File: config.mk
export PLATFORM = sky130hd
export DESIGN_NAME = lin_frame_control
export DESIGN_NICKNAME = d
export VERILOG_FILES = /design/src/lin_frame_control.v /design/src/sticky_flag.v /design/src/frame_byte_buffer.v
export VERILOG_INCLUDE_DIRS = /design/src
export SDC_FILE = /design/constraint.sdc
export NUM_CORES = 1
export LEC_CHECK = 0
export BUFFER_PORTS_ARGS = -buffer_cell sky130_fd_sc_hd__buf_2
export CELL_PAD_IN_SITES_DETAIL_PLACEMENT = 0
export CELL_PAD_IN_SITES_GLOBAL_PLACEMENT = 1
export CORE_MARGIN = 3
export CORE_UTILIZATION = 30
export CTS_CLUSTER_SIZE = 20
export DETAILED_ROUTE_END_ITERATION = 6
export PLACE_DENSITY = 0.63
export SLEW_MARGIN = 20
export SYNTH_ARGS = -nofsm -noshare
export SYNTH_HDL_FRONTEND = slang
export SYNTH_SLANG_ARGS = --single-unit
File: constraint.sdc
create_clock -name i_mclk -period 4.4 [get_ports i_mclk]
set_input_delay 1.32 -clock i_mclk [delete_from_list [all_inputs] [get_ports i_mclk]]
set_output_delay 1.32 -clock i_mclk [all_outputs]
set_load 0.03 [all_outputs]
File: src/lin_consts.vh
`ifndef LIN_CONSTS_VH
`define LIN_CONSTS_VH

// Indirect register indices.
`define ADDR_W            4
`define ADDR_BYTE_FIRST   4'h0
`define ADDR_BYTE_LAST    4'h7
`define ADDR_CONTROL      4'h8
`define ADDR_STATUS       4'h9
`define ADDR_ERRORS       4'ha

// Control register fields.
`define CTL_HALT          7
`define CTL_SLEEP         6
`define CTL_DIRECTION     5
`define CTL_DATA_ACK      4
`define CTL_INT_CLEAR     3
`define CTL_ERR_CLEAR     2
`define CTL_WAKEUP_REQ    1
`define CTL_START_REQ     0

// Status register fields.
`define ST_ACTIVE         7
`define ST_IDLE_TIMEOUT   6
`define ST_ABORT          5
`define ST_DATA_REQ       4
`define ST_INT_PENDING    3
`define ST_ERROR          2
`define ST_WAKEUP         1
`define ST_DONE           0

// Error register layout.
`define ERR_BITS          5
`define ERR_PAD           3'h0

// Reset values and buffer size.
`define BYTE_RESET        8'h00
`define CONTROL_RESET     8'h00
`define READ_UNMAPPED     8'h00
`define BUF_DEPTH         8
`define BUF_IDX_W         3

`endif

File: src/lin_frame_control.v
`timescale 1ns/10ps
`default_nettype none
`include "lin_consts.vh"

module lin_frame_control (
  input  wire                   i_mclk,
  input  wire                   i_rst_b,
  // Indirect register window.
  input  wire [`ADDR_W-1:0]     i_addr,
  input  wire [7:0]             i_wdata,
  input  wire                   i_wr,
  input  wire                   i_rd,
  output reg  [7:0]             o_rdata,
  // Mode and bus engine events.
  input  wire                   i_master_mode,
  input  wire                   i_sync_break,
  input  wire                   i_frame_done,
  input  wire                   i_frame_error,
  input  wire                   i_sleep_frame,
  input  wire                   i_idle_timeout,
  input  wire                   i_wakeup_rx,
  input  wire                   i_wakeup_sent,
  input  wire                   i_data_id_rx,
  input  wire                   i_int_event,
  input  wire [`ERR_BITS-1:0]   i_err_event,
  input  wire                   i_bus_active,
  input  wire                   i_abort,
  // Bus engine byte path.
  input  wire                   i_rx_byte_wr,
  input  wire [`BUF_IDX_W-1:0]  i_rx_byte_idx,
  input  wire [7:0]             i_rx_byte,
  input  wire [`BUF_IDX_W-1:0]  i_tx_byte_idx,
  output wire [7:0]             o_tx_byte,
  // Controls toward the bus engine.
  output wire                   o_start_request,
  output wire                   o_frame_direction,
  output wire                   o_data_ack,
  output wire                   o_halted,
  output wire                   o_sleeping,
  output wire                   o_wakeup_drive
);

  ////////////////////////////////////////////////////////////////////////////
  // Decode.

  wire       slave_mode;
  wire       ctl_wr;
  wire       byte_wr;
  wire       byte_hit;
  wire [7:0] byte_rd;

  assign slave_mode = ~i_master_mode;
  assign ctl_wr     = i_wr && (i_addr == `ADDR_CONTROL);
  assign byte_hit   = (i_addr <= `ADDR_BYTE_LAST);
  assign byte_wr    = i_wr && byte_hit;

  wire halt_wr;
  wire int_clr_wr;
  wire err_clr_wr;
  wire ack_wr;
  wire wake_wr;
  wire start_wr;

  // Strobes act only on a one; a zero written is no action.
  assign halt_wr    = ctl_wr && i_wdata[`CTL_HALT]
                      && slave_mode;
  assign int_clr_wr = ctl_wr && i_wdata[`CTL_INT_CLEAR];
  assign err_clr_wr = ctl_wr && i_wdata[`CTL_ERR_CLEAR];
  assign ack_wr     = ctl_wr && i_wdata[`CTL_DATA_ACK]
                      && slave_mode;
  assign wake_wr    = ctl_wr && i_wdata[`CTL_WAKEUP_REQ];
  assign start_wr   = ctl_wr && i_wdata[`CTL_START_REQ]
                      && i_master_mode;

  ////////////////////////////////////////////////////////////////////////////
  // Data buffer.

  wire rx_take;

  // While halted the engine's captures are dropped so stale frames
  // cannot overwrite bytes software is preparing.
  assign rx_take = i_rx_byte_wr && !o_halted;

  frame_byte_buffer u_buf (
    .i_mclk     (i_mclk),
    .i_rst_b    (i_rst_b),
    .i_sw_wr    (byte_wr),
    .i_sw_idx   (i_addr[`BUF_IDX_W-1:0]),
    .i_sw_data  (i_wdata),
    .i_bus_wr   (rx_take),
    .i_bus_idx  (i_rx_byte_idx),
    .i_bus_data (i_rx_byte),
    .i_rd_a_idx (i_addr[`BUF_IDX_W-1:0]),
    .o_rd_a     (byte_rd),
    .i_rd_b_idx (i_tx_byte_idx),
    .o_rd_b     (o_tx_byte)
  );

  ////////////////////////////////////////////////////////////////////////////
  // Stored control bits.

  reg sleep_en_q;
  reg sleep_en_d;
  reg direction_q;
  reg direction_d;
  reg data_ack_q;
  reg data_ack_d;
  reg wakeup_q;
  reg wakeup_d;
  reg start_q;
  reg start_d;

  always @* begin
    sleep_en_d  = sleep_en_q;
    direction_d = direction_q;
    if (ctl_wr) begin
      direction_d = i_wdata[`CTL_DIRECTION];
      if (slave_mode) begin
        sleep_en_d = i_wdata[`CTL_SLEEP];
      end
    end
  end

  // Acknowledge lives exactly one cycle; the engine sees it as a pulse.
  always @* begin
    data_ack_d = 1'b0;
    if (ack_wr) begin
      data_ack_d = 1'b1;
    end
  end

  always @* begin
    wakeup_d = wakeup_q;
    if (wake_wr) begin
      wakeup_d = 1'b1;
    end else if (i_wakeup_sent) begin
      wakeup_d = 1'b0;
    end
  end

  // A start request held across completion would relaunch the frame,
  // so completion and error both drop it.
  always @* begin
    start_d = start_q;
    if (start_wr) begin
      start_d = 1'b1;
    end else if (i_frame_done || i_frame_error) begin
      start_d = 1'b0;
    end
  end

  always @(posedge i_mclk or negedge i_rst_b) begin
    if (!i_rst_b) begin
      sleep_en_q  <= 1'b0;
      direction_q <= 1'b0;
      data_ack_q  <= 1'b0;
      wakeup_q    <= 1'b0;
      start_q     <= 1'b0;
    end else begin
      sleep_en_q  <= sleep_en_d;
      direction_q <= direction_d;
      data_ack_q  <= data_ack_d;
      wakeup_q    <= wakeup_d;
      start_q     <= start_d;
    end
  end

  ////////////////////////////////////////////////////////////////////////////
  // Halt and sleep states.

  localparam [1:0] PWR_AWAKE = 2'b01;
  localparam [1:0] PWR_SLEEP = 2'b10;

  reg [1:0] pwr_q;
  reg [1:0] pwr_d;
  reg       halted_q;
  reg       halted_d;

  // A halt written in the break cycle still takes effect.
  always @* begin
    halted_d = halted_q;
    if (halt_wr) begin
      halted_d = 1'b1;
    end else if (i_sync_break) begin
      halted_d = 1'b0;
    end
  end

  always @* begin
    pwr_d = pwr_q;
    case (pwr_q)
      PWR_AWAKE: begin
        if (slave_mode && sleep_en_q
            && (i_sleep_frame || i_idle_timeout)) begin
          pwr_d = PWR_SLEEP;
        end
      end
      PWR_SLEEP: begin
        if (wake_wr) begin
          pwr_d = PWR_AWAKE;
        end else if (slave_mode && !sleep_en_q && i_wakeup_rx) begin
          pwr_d = PWR_AWAKE;
        end else if (i_master_mode) begin
          pwr_d = PWR_AWAKE;
        end
      end
      default: begin
        pwr_d = PWR_AWAKE;
      end
    endcase
  end

  always @(posedge i_mclk or negedge i_rst_b) begin
    if (!i_rst_b) begin
      pwr_q    <= PWR_AWAKE;
      halted_q <= 1'b0;
    end else begin
      pwr_q    <= pwr_d;
      halted_q <= halted_d;
    end
  end

  ////////////////////////////////////////////////////////////////////////////
  // Sticky status and error flags.

  wire                 int_pending;
  wire                 data_req;
  wire                 err_flag;
  wire [`ERR_BITS-1:0] err_bits;
  wire                 any_err;

  assign any_err = (|i_err_event) || i_frame_error;

  sticky_flag u_int (
    .i_mclk  (i_mclk),
    .i_rst_b (i_rst_b),
    .i_set   (i_int_event),
    .i_clr   (int_clr_wr),
    .o_flag  (int_pending)
  );

  sticky_flag u_dreq (
    .i_mclk  (i_mclk),
    .i_rst_b (i_rst_b),
    .i_set   (i_data_id_rx && slave_mode && !halted_q),
    .i_clr   (ack_wr),
    .o_flag  (data_req)
  );

  sticky_flag u_err (
    .i_mclk  (i_mclk),
    .i_rst_b (i_rst_b),
    .i_set   (any_err),
    .i_clr   (err_clr_wr),
    .o_flag  (err_flag)
  );

  genvar g;
  generate
    for (g = 0; g < `ERR_BITS; g = g + 1) begin : g_err
      sticky_flag u_bit (
        .i_mclk  (i_mclk),
        .i_rst_b (i_rst_b),
        .i_set   (i_err_event[g]),
        .i_clr   (err_clr_wr),
        .o_flag  (err_bits[g])
      );
    end
  endgenerate

  ////////////////////////////////////////////////////////////////////////////
  // Register read.

  reg [7:0] ctl_rd;
  reg [7:0] st_rd;
  reg [7:0] rd_d;

  always @* begin
    ctl_rd                  = `CONTROL_RESET;
    ctl_rd[`CTL_HALT]       = 1'b0;
    ctl_rd[`CTL_SLEEP]      = sleep_en_q;
    ctl_rd[`CTL_DIRECTION]  = direction_q;
    ctl_rd[`CTL_DATA_ACK]   = data_ack_q;
    ctl_rd[`CTL_INT_CLEAR]  = 1'b0;
    ctl_rd[`CTL_ERR_CLEAR]  = 1'b0;
    ctl_rd[`CTL_WAKEUP_REQ] = wakeup_q;
    ctl_rd[`CTL_START_REQ]  = start_q;
  end

  always @* begin
    st_rd                   = `CONTROL_RESET;
    st_rd[`ST_ACTIVE]       = i_bus_active;
    st_rd[`ST_IDLE_TIMEOUT] = i_idle_timeout && slave_mode;
    st_rd[`ST_ABORT]        = i_abort && slave_mode;
    st_rd[`ST_DATA_REQ]     = data_req;
    st_rd[`ST_INT_PENDING]  = int_pending;
    st_rd[`ST_ERROR]        = err_flag;
    st_rd[`ST_WAKEUP]       = wakeup_q || i_wakeup_rx;
    st_rd[`ST_DONE]         = i_frame_done;
  end

  always @* begin
    rd_d = o_rdata;
    if (i_rd) begin
      if (byte_hit) begin
        rd_d = byte_rd;
      end else if (i_addr == `ADDR_CONTROL) begin
        rd_d = ctl_rd;
      end else if (i_addr == `ADDR_STATUS) begin
        rd_d = st_rd;
      end else if (i_addr == `ADDR_ERRORS) begin
        rd_d = {`ERR_PAD, err_bits};
      end else begin
        rd_d = `READ_UNMAPPED;
      end
    end
  end

  always @(posedge i_mclk or negedge i_rst_b) begin
    if (!i_rst_b) begin
      o_rdata <= `READ_UNMAPPED;
    end else begin
      o_rdata <= rd_d;
    end
  end

  ////////////////////////////////////////////////////////////////////////////
  // Outputs toward the bus engine.

  assign o_start_request   = start_q;
  assign o_frame_direction = direction_q;
  assign o_data_ack        = data_ack_q;
  assign o_halted          = halted_q;
  assign o_sleeping        = pwr_q[1];
  assign o_wakeup_drive    = wakeup_q;

endmodule

`default_nettype wire

File: src/sticky_flag.v
`timescale 1ns/10ps
`default_nettype none

module sticky_flag (
  input  wire i_mclk,
  input  wire i_rst_b,
  input  wire i_set,
  input  wire i_clr,
  output reg  o_flag
);

  // A set in the same cycle as a clear keeps the flag, so no event is lost.
  always @(posedge i_mclk or negedge i_rst_b) begin
    if (!i_rst_b) begin
      o_flag <= 1'b0;
    end else if (i_set) begin
      o_flag <= 1'b1;
    end else if (i_clr) begin
      o_flag <= 1'b0;
    end
  end

endmodule

`default_nettype wire

File: src/frame_byte_buffer.v
`timescale 1ns/10ps
`default_nettype none
`include "lin_consts.vh"

module frame_byte_buffer (
  input  wire                   i_mclk,
  input  wire                   i_rst_b,
  input  wire                   i_sw_wr,
  input  wire [`BUF_IDX_W-1:0]  i_sw_idx,
  input  wire [7:0]             i_sw_data,
  input  wire                   i_bus_wr,
  input  wire [`BUF_IDX_W-1:0]  i_bus_idx,
  input  wire [7:0]             i_bus_data,
  input  wire [`BUF_IDX_W-1:0]  i_rd_a_idx,
  output wire [7:0]             o_rd_a,
  input  wire [`BUF_IDX_W-1:0]  i_rd_b_idx,
  output wire [7:0]             o_rd_b
);

  reg [7:0] mem_q [0:`BUF_DEPTH-1];
  integer   k;

  ////////////////////////////////////////////////////////////////////////////
  // Software access takes the byte when both sides hit the same slot.
  always @(posedge i_mclk or negedge i_rst_b) begin
    if (!i_rst_b) begin
      for (k = 0; k < `BUF_DEPTH; k = k + 1) begin
        mem_q[k] <= `BYTE_RESET;
      end
    end else begin
      if (i_bus_wr && !(i_sw_wr && i_sw_idx == i_bus_idx)) begin
        mem_q[i_bus_idx] <= i_bus_data;
      end
      if (i_sw_wr) begin
        mem_q[i_sw_idx] <= i_sw_data;
      end
    end
  end

  assign o_rd_a = mem_q[i_rd_a_idx];
  assign o_rd_b = mem_q[i_rd_b_idx];

endmodule

`default_nettype wire

After elaboration in Yosys (flattened, before gate mapping)
Cells that the tools add are included.
Widths: inputs -> output; s select.
Storage, ports and cells
  output and inout port bits: 22
  register bits: 88
  word-level logic and storage cells: 128
  input port bits: 48
Operators by class
  order comparisons: 6
  reduce and logical (&&, ||, !) cells: 45
  eq/ne operators: 8
  multiplexer cells: 41
  bitwise operators: 4
Operators by type and width (number)
  $bwmux 64: 2
  $mux 64: 2
  $mux 8: 9
  $bmux 8 s3: 2
  $demux 8 s3: 2
  $logic_and 1x1->1: 24
  $reduce_bool 2->1: 11
  $mux 1: 18
  $eq 4x4->1 const B: 3
  $ge 4x4->1 const B: 3
  $not 3->4: 3
  $lt 4x1->1 const B: 2
  $mux 2: 4
  $mux 5: 1
  $reduce_or 5->1: 1
  $le 4x3->1 const B: 1
  $logic_or 1x1->1: 4
  $ne 4x4->1 const B: 1
  $pmux 2 s2: 1
  $reduce_and 2->1: 2
  $eq 3x3->1: 1
  $logic_not 1->1: 3
  $eq 2x1->1 const B: 1
  $eq 2x2->1 const B: 1
  other kinds (2): 2

Depth between registers and ports, before layout
  depth after elaboration: 9
  gate-level depth with buffers: 7
  depth with buffers taken out: 4

Hierarchy
A second synthesis with hierarchy kept.
Unflattened totals
  cells, all modules: 500
  area total of the unflattened synthesis: 6296.0 um^2
Modules (own cells, without submodules)
  frame_byte_buffer: area each 5094.9 um^2, seq. area each 1601.5 um^2, times used 1, cells each 384
  lin_frame_control: area each 910.9 um^2, seq. area each 401.6 um^2, times used 1, cells each 92
  sticky_flag: area each 36.3 um^2, seq. area each 25.0 um^2, times used 8, cells each 3

Least setup slack after synthesis
No wires, ideal clock.
  path kind: in2out
  from: input i_tx_byte_idx[0]
  to: output o_tx_byte[0]
  stages on the path: 4
  required time: 3.080 ns
  setup slack: 0.378 ns
  arrival: 2.702 ns
  cells stage by stage: buf_2 -> buf_2 -> mux4_2 -> mux2_2
Between the ends
  cells in the longest elaborated chain, start to end: 4
RTL lines
  start: declaration: RTL line lin_frame_control.v:32  | input wire [`BUF_IDX_W-1:0] i_tx_byte_idx,
  $not 3->4 (not written as such): RTL line frame_byte_buffer.v:41  | assign o_rd_b = mem_q[i_rd_b_idx];
  $bmux 8 s3: RTL line frame_byte_buffer.v:41
  $mux 8 (not written as such) (2 in series): RTL line frame_byte_buffer.v:41
  end: declaration: RTL line lin_frame_control.v:33  | output wire [7:0] o_tx_byte,
Every way passes these cells. The select of a mux whose other input is x is not followed.

Worst setup path after layout
  from: input i_tx_byte_idx[0]
  to: output o_tx_byte[1]
Same word-level chain as after synthesis.

==> results.txt <==
#FFs+latches synth = 88
Post-CTS sizing = 0
Layout cells sized above 1 = 23.8%
Power Dens Cells = 413 nW/um2
Element type at the critical path end = output pin
GRT Util Overall = 20.0%
Max Freq = 253 MHz
CP max FO = 16
Pins Over Slew Limit = 0
RSZ-0062 raised after global routing = no
Final hold viol count = 0
Placer Congestion = 0.816
Post-Route Setup TNS = 0 ns
TritonRoute pass-1 iters = 5
Clk_lat worst skew = 0.35 ns
Worst Tran Pin Value = 1.01 ns
Crit path top cell by count = buf_2
Sink Count = 88
Final WS setup = 0.445 ns
Hold crit path type = reg2reg
Post-Syn Nets = 624
Routed vias = 4,994
Required @ worst endpoint = 3.08 ns
Fill cells = 1,794
Compound-Gate Fraction of Synth Area = 19.2%
# port buffers = 69
Xor-xnor portion of the synthesized cell area = 1.10%
Yosys cell types = 54
Crit path cell chain = buf_2, buf_12, mux4_2, mux2_2, buf_2
CTS tree = built
Pin count of the biggest net entering global routing = 74
1st-iter DRT viols = 481
WL/cell = 23.7 um
Slew headroom = 32.4%
Antenna Diode Count = 0
Crit-path slowest cell = mux4_2
Antenna Nets Post-Route = 0
Clk_skew = 0.00519 ns
Final std cells w/o fill = 831
Post-CTS Hold Buffers = 0
Core Area = 17,600 um2
Longest Clk Path Bufs = 2
DRC = 0
GRT Residual Overflow = 0
Clock-pin slew of the registers on the worst-case setup and hold paths = 0.06 ns
Total Nets Final = 649
Post-route clock period utilization = 89.9%
Post-synthesis cell area = 5480 um2
Post-CTS setup buffers = 0
Combinational family with the most area after synthesis = compound AO/OA/AOI/OAI gates
H-tree levels = 3
Data arrival, critical path = 2.63 ns
Post-synth ARST share = 100%
Routed vias/inst = 6.01
Worst hold margin = 0.484 ns
Min Clock Period, post-route = 3.95 ns
Pre-CTS worst setup slack = 0.443 ns
Element type at the critical path start = input pin
Initial Util = 31.1%
Final Routed Wirelength = 19.7 mm
Max VDD drop = 0.212 mV
Root Buffer = clkbuf_16
Synth Area in Adders = 0%
Status = complete, no violations
EDFF count, synth = 0
Die span in y = 141 um
Worst path max stage delay = 0.51 ns
Sequential share of the synthesized area = 40.2%
Syn. warnings = 0
Post-DP HPWL = 12.7 mm
Final count of negative-setup-slack endpoints = 0
WS Path Type = in2out
Area delta synth->final = 12.4%
Initial antenna violation count = 2
Io pins = 70
Post-Synthesis Cells = 576
Max-cap viol count = 0
First-pass GRT wire length = 30.2 mm
Synth Flop Type = dfrtp_1
Post-synthesis simple-gate area fraction = 17.0%
Vias in the first global route = 4,837
Static Leak = 2.40 nW
Placement Rows = 48
Mean Syn Cell Area = 9.51 um2
DIE AREA = 19,900 um2
Chip Width = 141 um
TritonCTS buffer count = 9
# placed instances = 815
Mux contribution to synthesized area = 16.3%
## metal layers
metal	track usage (%)	wire length [um]	vias to the layer above
met4	5.00	281	4
met3	6.38	1970	26
met2	30.6	8870	251
met1	27.7	8560	2515
met5	0	27	-
li1	-	-	2198
## logic make-up (layout without fill, tap and decap cells)
| kind of cell | count (synthesis) | after routing |
|---|---|---|
| compound gates | 167 | 167 |
| flops | 88 | 88 |
| simple gates | 196 | 196 |
| mux | 48 | 48 |
| xor+xnor | 6 | 6 |
| buf+inv | 71 | 101 |
## sequential cells by signal, indices dropped and copies added, names as in the netlist
register / cells
u_buf.mem_q: 64
o_rdata: 8
g_err.u_bit.o_flag: 5
pwr_q: 2
o_data_ack: 1
o_frame_direction: 1
o_halted: 1
o_start_request: 1
o_wakeup_drive: 1
sleep_en_q: 1
u_dreq.o_flag: 1
u_err.o_flag: 1
u_int.o_flag: 1
## where the power goes
part	switching, mW	internal, mW	leakage [nW]
registers	0.132	0.968	1.04
clock network	0.330	0.397	0.130
logic	0.402	0.315	1.23
total	0.864	1.68	2.40
## worst paths after layout
kind	startpoint	endpoint	slack (ns)	cells after the start
max	i_tx_byte_idx[0]	o_tx_byte[1]	0.45	5
min	g_err[2].u_bit.o_flag$_DFFE_PN0P_	g_err[2].u_bit.o_flag$_DFFE_PN0P_	0.48	1
max reg2reg	o_halted$_DFFE_PN0P_	u_buf.mem_q[4]$_DFF_PN0_	2.45	3
min reg2reg	g_err[2].u_bit.o_flag$_DFFE_PN0P_	g_err[2].u_bit.o_flag$_DFFE_PN0P_	0.48	1
max in group asynchronous	i_rst_b	pwr_q[0]$_DFFE_PN1P_	2.51	2
min in group asynchronous	i_rst_b	o_wakeup_drive$_DFFE_PN0P_	1.12	1
## worst max-delay path, delay by kind of cell
| family | cells | cell delay, ns |
|---|---|---|
| muxes | 2 | 0.82 |
| buffers and inverters | 3 | 0.49 |
## synth_stat cells, types with 2 or more instances
| library cell | instances | area (um2) |
|---|---|---|
| o21a_1 | 5 | 37.5 |
| nor2b_1 | 10 | 62.6 |
| o2111ai_1 | 2 | 17.5 |
| nand2_1 | 21 | 78.8 |
| dfrtp_1 | 87 | 2180 |
| buf_4 | 3 | 22.5 |
| nand2b_1 | 3 | 18.8 |
| a21oi_1 | 3 | 15.0 |
| mux2i_1 | 7 | 70.1 |
| o22ai_1 | 2 | 12.5 |
| nand3b_1 | 2 | 15.0 |
| inv_1 | 4 | 15.0 |
| a31oi_1 | 67 | 419 |
| clkbuf_1 | 31 | 116 |
| mux2_2 | 9 | 101 |
| o21ai_0 | 35 | 175 |
| xnor2_1 | 3 | 26.3 |
| and3b_1 | 2 | 17.5 |
| a41o_1 | 2 | 20.0 |
| nand3_1 | 67 | 335 |
| a211o_1 | 2 | 17.5 |
| mux4_2 | 32 | 721 |
| buf_2 | 20 | 100 |
| a2bb2oi_1 | 3 | 26.3 |
| buf_1 | 7 | 26.3 |
| buf_6 | 5 | 56.3 |
| nor2_1 | 76 | 285 |
| xor2_1 | 2 | 17.5 |
| nand4_1 | 3 | 18.8 |
| o21ai_1 | 30 | 150 |
| a21o_1 | 7 | 52.6 |
| nor3b_2 | 2 | 25.0 |
## layout make-up
cell class	instances	area [um2]	area share [%]
clock buffer	13	250	4.07
inverter	4	15.0	0.244
multi-input combinational	417	2940	47.7
sequential	88	2200	35.8
tap	225	282	4.57
timing repair buffer	81	450	7.32
clock inverter	3	17.5	0.285
## through the flow
stage / instance area, um2 / util (%) / total power [mW]
finish: 6160 / 35.0 / 2.54
global route: 6160 / 35.0 / 2.67
CTS: 6160 / 35.0 / 2.56
detailed placement: 5890 / 33.5 / 1.82
global placement: 5890 / 33.5 / 1.80
floorplan: 5480 / - / 1.57
## placed cells by master (no fill, tap or decap), types with 9 or more instances in the layout
cell       instances
a31oi_1           67
buf_2             68
buf_4             12
clkbuf_16          9
dfrtp_1           87
mux2_2             9
mux4_2            32
nand2_1           21
nand3_1           67
nor2_1            76
nor2b_1           10
o21ai_0           35
o21ai_1           30
(Power assumes the default switching activity.)
